$ cat src/cpc_pkg.sv
// constants and carrier types for the coherence performance counter block
`default_nettype none
package cpc_pkg;
  // ****************************************************************
  // widths and limits
  // ****************************************************************
  localparam int unsigned CNT_W   = 32;
  localparam int unsigned QUAL_W  = 32;
  localparam int unsigned SEL_W   = 5;
  localparam int unsigned ADDR_W  = 8;
  localparam int unsigned N_IOP   = 8;
  localparam logic [31:0] CNT_MAX = 32'hFFFF_FFFF;
  // ****************************************************************
  // register byte offsets
  // ****************************************************************
  localparam logic [7:0] OFF_CTRL  = 8'h00;
  localparam logic [7:0] OFF_OVF   = 8'h04;
  localparam logic [7:0] OFF_EVSEL = 8'h08;
  localparam logic [7:0] OFF_QUAL0 = 8'h0C;
  localparam logic [7:0] OFF_QUAL1 = 8'h10;
  localparam logic [7:0] OFF_CNT0  = 8'h14;
  localparam logic [7:0] OFF_CNT1  = 8'h18;
  localparam logic [7:0] OFF_CYC   = 8'h1C;
  // ****************************************************************
  // field positions
  // ****************************************************************
  localparam int unsigned CTL_RUN0 = 0;
  localparam int unsigned CTL_CLR0 = 1;
  localparam int unsigned CTL_RUN1 = 2;
  localparam int unsigned CTL_CLR1 = 3;
  localparam int unsigned CTL_RUNC = 4;
  localparam int unsigned CTL_CLRC = 5;
  localparam int unsigned CTL_STOP = 8;
  localparam int unsigned CTL_IEN  = 9;
  localparam int unsigned EVS_SEL0 = 0;
  localparam int unsigned EVS_SEL1 = 8;
  // ****************************************************************
  // reset values
  // ****************************************************************
  localparam logic [31:0] RST_QUAL = 32'hFFFF_FFFF;
  localparam logic [4:0]  RST_SEL  = 5'h00;
  // ****************************************************************
  // event select codes
  // ****************************************************************
  localparam logic [4:0] EV_NONE   = 5'h00;
  localparam logic [4:0] EV_REQ    = 5'h01;
  localparam logic [4:0] EV_IOP    = 5'h02;
  localparam logic [4:0] EV_MEM    = 5'h03;
  localparam logic [4:0] EV_MEMBUS = 5'h07;
  localparam logic [4:0] EV_IOPB0  = 5'h08;
  localparam logic [4:0] EV_IOPB7  = 5'h0F;
  localparam logic [4:0] EV_TRDROP = 5'h11;
  localparam logic [4:0] EV_TROVF  = 5'h12;
  // ****************************************************************
  // qualifier group starts, one bit marks the first bit of a group
  // ****************************************************************
  localparam logic [31:0] GRP_REQ = 32'h5554_9111;
  localparam logic [31:0] GRP_IOP = 32'h0101_1111;
  localparam logic [31:0] GRP_MEM = 32'h0111_1111;
  localparam logic [31:0] GRP_BUS = 32'h0000_0101;
  localparam logic [31:0] GRP_TRD = 32'h0001_0101;
  // one event source: a pulse plus its attribute bits
  typedef struct packed {
    logic              hit;
    logic [QUAL_W-1:0] attr;
  } cpc_ev_s;
endpackage
`default_nettype wire

$ cat src/cpc_top.sv
// coherence manager performance counters with an AHB-Lite register slave
//
// Register access over AHB-Lite and the register addresses were chosen for this implementation.
`timescale 1ns/100ps
`default_nettype none
module cpc_top (
  input  wire logic                          CLK_I,
  input  wire logic                          RST_I,
  input  wire logic                          CE_I,
  input  wire logic                          HSEL_I,
  input  wire logic [31:0]                   HADDR_I,
  input  wire logic [1:0]                    HTRANS_I,
  input  wire logic                          HWRITE_I,
  input  wire logic [2:0]                    HSIZE_I,
  input  wire logic [31:0]                   HWDATA_I,
  input  wire logic                          HREADY_I,
  output logic                               HREADYOUT_O,
  output logic                               HRESP_O,
  output logic [31:0]                        HRDATA_O,
  input  wire cpc_pkg::cpc_ev_s              REQ_EV_I,
  input  wire cpc_pkg::cpc_ev_s              IOP_EV_I,
  input  wire cpc_pkg::cpc_ev_s              MEM_EV_I,
  input  wire cpc_pkg::cpc_ev_s              MEMBUS_EV_I,
  input  wire cpc_pkg::cpc_ev_s [7:0]        IOPBUS_EV_I,
  input  wire cpc_pkg::cpc_ev_s              TRDROP_EV_I,
  input  wire logic                          TROVF_I,
  output logic                               PERF_OVERFLOW_IRQ_OUT_O
);
  import cpc_pkg::*;

  // ****************************************************************
  // state
  // ****************************************************************
  logic [2:0]        run_r;
  logic [2:0]        ovf_r;
  logic [2:0]        ovf_nxt;
  logic              stop_r;
  logic              ien_r;
  logic [SEL_W-1:0]  sel_r [2];
  logic [QUAL_W-1:0] qual_r [2];
  logic [CNT_W-1:0]  cnt_r [3];
  logic              wr_pend_r;
  logic [ADDR_W-1:0] wa_r;
  logic              hready_r;
  logic [31:0]       hrdata_r;
  logic              irq_r;

  // ****************************************************************
  // helpers
  // ****************************************************************

  // and of groups, or of matching bits inside each group
  function automatic logic qual_ok(input logic [QUAL_W-1:0] attr,
                                   input logic [QUAL_W-1:0] q,
                                   input logic [QUAL_W-1:0] grp);
    logic acc;
    logic all;
    acc = 1'b0;
    all = 1'b1;
    for (int i = 0; i < QUAL_W; i++) begin
      if (grp[i] && i != 0) begin
        all = all & acc;
        acc = 1'b0;
      end
      acc = acc | (attr[i] & q[i]);
    end
    return all & acc;
  endfunction

  // qualified event pulse for a select code
  function automatic logic sel_event(input logic [SEL_W-1:0] s,
                                     input logic [QUAL_W-1:0] q);
    logic r;
    logic [2:0] k;
    r = 1'b0;
    k = s[2:0];
    case (s)
      EV_REQ:    r = REQ_EV_I.hit & qual_ok(REQ_EV_I.attr, q, GRP_REQ);
      EV_IOP:    r = IOP_EV_I.hit & qual_ok(IOP_EV_I.attr, q, GRP_IOP);
      EV_MEM:    r = MEM_EV_I.hit & qual_ok(MEM_EV_I.attr, q, GRP_MEM);
      EV_MEMBUS: r = MEMBUS_EV_I.hit & qual_ok(MEMBUS_EV_I.attr, q, GRP_BUS);
      EV_TRDROP: r = TRDROP_EV_I.hit & qual_ok(TRDROP_EV_I.attr, q, GRP_TRD);
      EV_TROVF:  r = TROVF_I;
      EV_NONE:   r = 1'b0;
      default: begin
        if (s >= EV_IOPB0 && s <= EV_IOPB7) begin
          r = IOPBUS_EV_I[k].hit & qual_ok(IOPBUS_EV_I[k].attr, q, GRP_BUS);
        end else begin
          r = 1'b0;
        end
      end
    endcase
    return r;
  endfunction

  // register read multiplexer
  function automatic logic [31:0] rd_mux(input logic [ADDR_W-1:0] a);
    logic [31:0] v;
    v = 32'h0000_0000;
    case (a)
      OFF_CTRL: begin
        v[CTL_RUN0] = run_r[0];
        v[CTL_RUN1] = run_r[1];
        v[CTL_RUNC] = run_r[2];
        v[CTL_STOP] = stop_r;
        v[CTL_IEN]  = ien_r;
      end
      OFF_OVF:   v[2:0] = ovf_r;
      OFF_EVSEL: begin
        v[EVS_SEL0 +: SEL_W] = sel_r[0];
        v[EVS_SEL1 +: SEL_W] = sel_r[1];
      end
      OFF_QUAL0: v = qual_r[0];
      OFF_QUAL1: v = qual_r[1];
      OFF_CNT0:  v = cnt_r[0];
      OFF_CNT1:  v = cnt_r[1];
      OFF_CYC:   v = cnt_r[2];
      default:   v = 32'h0000_0000;
    endcase
    return v;
  endfunction

  // ****************************************************************
  // bus decode
  // ****************************************************************

  // address phase qualification, only whole-word singles are expected
  wire addr_ph = HSEL_I & HTRANS_I[1] & HREADY_I;
  wire wr_go   = addr_ph & HWRITE_I;
  wire rd_go   = addr_ph & ~HWRITE_I;

  // data phase write strobes per register
  wire wr_ctrl  = wr_pend_r & (wa_r == OFF_CTRL);
  wire wr_ovf   = wr_pend_r & (wa_r == OFF_OVF);
  wire wr_evsel = wr_pend_r & (wa_r == OFF_EVSEL);
  wire wr_qual0 = wr_pend_r & (wa_r == OFF_QUAL0);
  wire wr_qual1 = wr_pend_r & (wa_r == OFF_QUAL1);

  // clear pulses from a control write, read back as zero
  wire [2:0] clr_v = wr_ctrl ? {HWDATA_I[CTL_CLRC], HWDATA_I[CTL_CLR1], HWDATA_I[CTL_CLR0]}
                             : 3'b000;
  // write-one-to-clear of the overflow flags
  wire [2:0] w1c_v = wr_ovf ? HWDATA_I[2:0] : 3'b000;

  // ****************************************************************
  // counting
  // ****************************************************************

  // every counter halts once any flag is up with stop set
  wire frozen = stop_r & (|ovf_r);

  // raw event per counter, the cycle counter's raw event is high every clock
  wire [2:0] ev_v = {1'b1, sel_event(sel_r[1], qual_r[1]), sel_event(sel_r[0], qual_r[0])};

  // increment enables; a counter being cleared does not step
  wire [2:0] inc_v = run_r & ev_v & ~{3{frozen}} & ~clr_v;

  // a step that lands on the all-ones value
  wire [2:0] hit_max;
  assign hit_max[0] = inc_v[0] & (cnt_r[0] == CNT_MAX - 32'h0000_0001);
  assign hit_max[1] = inc_v[1] & (cnt_r[1] == CNT_MAX - 32'h0000_0001);
  assign hit_max[2] = inc_v[2] & (cnt_r[2] == CNT_MAX - 32'h0000_0001);

  // new overflows win over a write-one-to-clear in the same cycle; a control clear blocks the step of its counter
  assign ovf_nxt = hit_max | (ovf_r & ~clr_v & ~w1c_v);

  // counter registers: clear, step or hold
  always_ff @(posedge CLK_I) begin
    if (RST_I) begin
      for (int i = 0; i < 3; i++) begin
        cnt_r[i] <= 32'h0000_0000;
      end
    end else if (CE_I) begin
      for (int i = 0; i < 3; i++) begin
        if (clr_v[i]) begin
          cnt_r[i] <= 32'h0000_0000;
        end else if (inc_v[i]) begin
          cnt_r[i] <= cnt_r[i] + 32'h0000_0001;
        end
      end
    end
  end

  // overflow flags and the interrupt line
  always_ff @(posedge CLK_I) begin
    if (RST_I) begin
      ovf_r <= 3'b000;
      irq_r <= 1'b0;
    end else if (CE_I) begin
      ovf_r <= ovf_nxt;
      irq_r <= ien_r & (|ovf_nxt);
    end
  end

  // ****************************************************************
  // software registers
  // ****************************************************************

  // control register
  always_ff @(posedge CLK_I) begin
    if (RST_I) begin
      run_r  <= 3'b000;
      stop_r <= 1'b0;
      ien_r  <= 1'b0;
    end else if (CE_I && wr_ctrl) begin
      run_r  <= {HWDATA_I[CTL_RUNC], HWDATA_I[CTL_RUN1], HWDATA_I[CTL_RUN0]};
      stop_r <= HWDATA_I[CTL_STOP];
      ien_r  <= HWDATA_I[CTL_IEN];
    end
  end

  // event select and qualifier registers
  always_ff @(posedge CLK_I) begin
    if (RST_I) begin
      sel_r[0]  <= RST_SEL;
      sel_r[1]  <= RST_SEL;
      qual_r[0] <= RST_QUAL;
      qual_r[1] <= RST_QUAL;
    end else if (CE_I) begin
      if (wr_evsel) begin
        sel_r[0] <= HWDATA_I[EVS_SEL0 +: SEL_W];
        sel_r[1] <= HWDATA_I[EVS_SEL1 +: SEL_W];
      end
      if (wr_qual0) begin
        qual_r[0] <= HWDATA_I;
      end
      if (wr_qual1) begin
        qual_r[1] <= HWDATA_I;
      end
    end
  end

  // ****************************************************************
  // bus slave timing
  // ****************************************************************

  // writes take one wait state so a following read sees the new value
  always_ff @(posedge CLK_I) begin
    if (RST_I) begin
      wr_pend_r <= 1'b0;
      wa_r      <= 8'h00;
      hready_r  <= 1'b1;
    end else if (CE_I) begin
      wr_pend_r <= wr_go;
      hready_r  <= ~wr_go;
      if (wr_go) begin
        wa_r <= HADDR_I[ADDR_W-1:0];
      end
    end
  end

  // read data is fetched in the address phase, unmapped reads give zero
  always_ff @(posedge CLK_I) begin
    if (RST_I) begin
      hrdata_r <= 32'h0000_0000;
    end else if (CE_I && rd_go) begin
      hrdata_r <= rd_mux(HADDR_I[ADDR_W-1:0]);
    end
  end

  // ****************************************************************
  // outputs
  // ****************************************************************
  assign HREADYOUT_O             = hready_r;
  assign HRESP_O                 = 1'b0;
  assign HRDATA_O                = hrdata_r;
  assign PERF_OVERFLOW_IRQ_OUT_O = irq_r;

endmodule
`default_nettype wire

$ cat config.mk
export PLATFORM = sky130hd
export DESIGN_NAME = cpc_top
export DESIGN_NICKNAME = d
export VERILOG_FILES = /design/src/cpc_pkg.sv /design/src/cpc_top.sv
export SDC_FILE = /design/constraint.sdc
export NUM_CORES = 1
export LEC_CHECK = 0
export CAP_MARGIN = 40
export CORE_AREA = 2 2 208 210
export CTS_BUF_LIST = sky130_fd_sc_hd__clkbuf_2 sky130_fd_sc_hd__clkbuf_4 sky130_fd_sc_hd__clkbuf_8
export DETAILED_ROUTE_END_ITERATION = 10
export DIE_AREA = 0 0 210 212
export DONT_BUFFER_PORTS = 1
export SLEW_MARGIN = 10
export SYNTH_ARGS = -nofsm -noshare
export SYNTH_HDL_FRONTEND = slang
export SYNTH_SLANG_ARGS = --single-unit
$ cat constraint.sdc
create_clock -name CLK_I -period 4 [get_ports CLK_I]
set_input_delay 0.4 -clock CLK_I [delete_from_list [all_inputs] [get_ports CLK_I]]
set_output_delay 0.4 -clock CLK_I [all_outputs]
set_load 0.05 [all_outputs]
==> run_results.csv <==
group,metric,value,unit
detailed_routing,route.vias.total,15700,
clock_network,cts_buffers,39,
yosys,synth_common_cells,"edfxtp_1, nor2_1, a22oi_1",
global_routing,grt-ovfl-total,0,
clock_network,clock_latency,0.59,ns
place,dp_hpwl,64700,microns
detailed_routing,ant_nets,0,
run,cap_violations,0,
yosys,ys_types,72,
global_routing,grt_pass1_wl,114000,microns
yosys,yosys_register_bits,221,
yosys,yosys.area.top_type_share,0.308,
die,die_x,210,microns
global_routing,antenna_found_initial,11,
yosys,ys_top_cells_by_area,"edfxtp_1, mux4_2, a22oi_1",
yosys,synth_compound_area_frac,0.193,
worst_setup_path,slowest_delay,0.51,ns
place,routabilityCongestion,1.01,
sta,finalSetupTns,0,ns
yosys,yosys.area.top_type,"edfxtp_1",
die,io_pins,540,
global_routing,track_usage,0.367,
detailed_routing,dr.pass1.iters,9,
yosys,synthCells,1557,
yosys,ys_seq_area_frac,0.369,
final_layout,final.fill_count,4042,
clock_network,cts.sinks,221,
clock_network,clk_pin_slew,0.06,ns
sta,fin_crit_sh,0.925,
final_layout,layout.nets,2059,
yosys,yosysMostFrequentCell,"edfxtp_1",
worst_setup_path,worst-endpoint-arrival,3.99,ns
global_routing,grt_max_degree,51,
sta,hold_viol_final,0,
sta,drv_slew,0,
sta,setup_viol,0,
yosys,async_reset_ff_frac,0,
yosys,yosys_warnings,0,
worst_setup_path,cp_cell_sequence,"buf_12, buf_4, mux4_2, a222oi_1, nand3_1, a2111oi_1, buf_4, a21oi_1, o21ai_2, buf_4, nor2_1",
yosys,syn_avg_cell_area,10.6,sq um
sta,clock_skew,0.0496,ns
final_layout,multi_input_area,0.00977,sq mm
die,core,0.0425,sq mm
detailed_routing,drt_wl_total,83800,microns
yosys,synth_top_family_by_area,"compound AO/OA/AOI/OAI gates",
worst_setup_path,slowest_stage,"mux4_2",
final_layout,syn_to_final_growth,10.6,%
worst_setup_path,end_kind,"flip-flop",
detailed_routing,drtIter0Drc,2238,
power_and_ir_drop,p_total,5.45,mW
worst_setup_path,critPathRequiredTime,4.29,ns
worst_setup_path,cp-start-kind,"flip-flop",
yosys,synthXorXnorAreaFrac,0.0444,
yosys,synthFlopType,"edfxtp_1",
global_routing,first_global_vias,15300,
power_and_ir_drop,leakage,5.55,nW
power_and_ir_drop,vdd_drop_max,187,uV
sta,worst_pin_slew,1.01,ns
final_layout,final_util,0.432,
yosys,synth_edf_count,170,
detailed_routing,wl_per_cell,39.2,microns
yosys,synth_area,0.0166,sq mm
worst_setup_path,path_max_fanout,38,
sta,fmax,270,MHz
worst_hold_path,hold_class,"in -> reg",
power_and_ir_drop,powerDensity,297,mW/mm^2
clock_network,clock_path_buffers,3,
final_layout,seqCellArea,0.00613,sq mm
worst_setup_path,cpMostUsedCell,"buf_4",
clock_network,cts_tree,"built",
die,die_area,0.0445,sq mm
yosys,synth_mux_area_frac,0.186,
clock_network,root_buffer,"clkbuf_8",
die,start_util,0.390,
place,portBuffers,0,
yosys,synthAdderAreaFrac,0.00453,
sta,fin_crit,3.70,ns
detailed_routing,drc,0,
final_layout,fin_area,0.0183,sq mm
outcome,outcome,"finished clean",
detailed_routing,viasPerCell,7.35,
final_layout,drive_gt1_frac,0.183,
clock_network,htreeDepth,2,
worst_setup_path,crit_type,"reg -> reg",
die,die_height,212,microns
yosys,synth_nets,2068,
sta,slew_headroom,0.325,
place,dpl_cell_area,0.0173,sq mm
yosys,synthSimpleGateAreaFrac,0.160,
sta,rsz0062_at_grt,"no",
die,rows,76,
## flip-flops by register name (all words and copies together), names as in the netlist, 3 cells and up
| signal | flops |
|---|---|
| HRDATA_O | 32 |
| cnt_r | 96 |
| ovf_r | 3 |
| qual_r | 64 |
| run_r | 3 |
| sel_r | 10 |
| wa_r | 8 |
## layer usage
metal	part of all wire	up-vias	wire, microns	global-route usage
li1	-	6347	-	-
met1	0.34	7676	28200	0.433
met2	0.43	1406	36100	0.554
met3	0.17	288	14300	0.175
met4	0.063	4	5240	0.195
met5	0.00032	-	27	0
## layout make-up
cell class | instances | area share
multi-input combinational | 1180 | 0.533
inverter | 10 | 0.00205
timing repair buffer | 96 | 0.0484
tap | 546 | 0.0372
sequential | 221 | 0.334
clock inverter | 12 | 0.00539
clock buffer | 57 | 0.0380
antenna | 17 | 0.00232
## report_power, final
part,switching (mW),leakage [nW],total (mW),internal (mW)
clock,1.02,0.424,2.21,1.19
sequential,0.0874,1.94,2.60,2.51
combinational,0.303,3.18,0.636,0.333
## cell usage in the layout, fill, tap and decap left out, types with 6 or more instances in the layout
cell type / n
nand3_1: 79
or4_1: 7
ha_1: 6
a22oi_1: 155
a221oi_1: 58
nor2_1: 158
dfxtp_1: 51
or3_1: 11
buf_12: 9
nand4_1: 45
nor3_1: 16
a22o_1: 38
a211oi_1: 26
a222oi_1: 31
and2_1: 11
nor2b_1: 6
o22ai_1: 6
mux4_2: 124
clkbuf_8: 43
xnor2_1: 25
xor2_1: 59
nor4_1: 8
dlygate4sd3_1: 23
nand3b_1: 11
buf_4: 63
mux2i_1: 21
a21oi_1: 37
a31oi_1: 11
nand2b_1: 43
mux2_2: 7
clkbuf_4: 14
nand2_1: 82
diode_2: 17
and3_1: 8
and4_1: 14
o21ai_0: 14
inv_1: 8
edfxtp_1: 170
## path summary, 6_finish.rpt
| path | from | endpoint | slack (ns) | cells after the start |
|---|---|---|---|---|
| max | sel_r[0][5] | cnt_r[1][27] | 0.30 | 11 |
| min | HWDATA_I[30] | qual_r[0][62] | 0.02 | 1 |
| max reg2reg | sel_r[0][5] | cnt_r[1][27] | 0.30 | 11 |
| min reg2reg | wa_r[1] | wa_r[1] | 0.46 | 2 |
## worst max-delay path: cells and delay by family (launching register included)
kind / cells / cell delay [ns]
buffers and inverters: 4 / 1.08
AO/OA/AOI/OAI: 4 / 1.06
multiplexers: 1 / 0.51
flip-flops: 1 / 0.39
AND/OR/NAND/NOR: 2 / 0.28
## metrics by stage
step | hold slack, ns | instances | worst slack [ns]
floorplan | 0.432 | 1557 | 0.416
global placement | 0.435 | 2028 | 0.360
detailed placement | 0.449 | 2029 | 0.342
CTS | 0.0000270 | 2122 | 0.317
global route | 0.0135 | 2137 | 0.0536
finish | 0.0209 | 2139 | 0.300
## what timing repair did
action / CTS / global route
setup buffers: 0 / 0
resized for setup: 0 / 0
hold buffers: 24 / 0
endpoints found under the hold margin: 51 / 0
## logic make-up after synthesis
kind of cell / Yosys count
compound gates: 414
xor+xnor: 84
fa+ha+maj: 6
buf+inv: 156
flops: 221
mux: 152
other cells: 1
simple gates: 523
No activity file was read; power rests on OpenSTA's default activity.
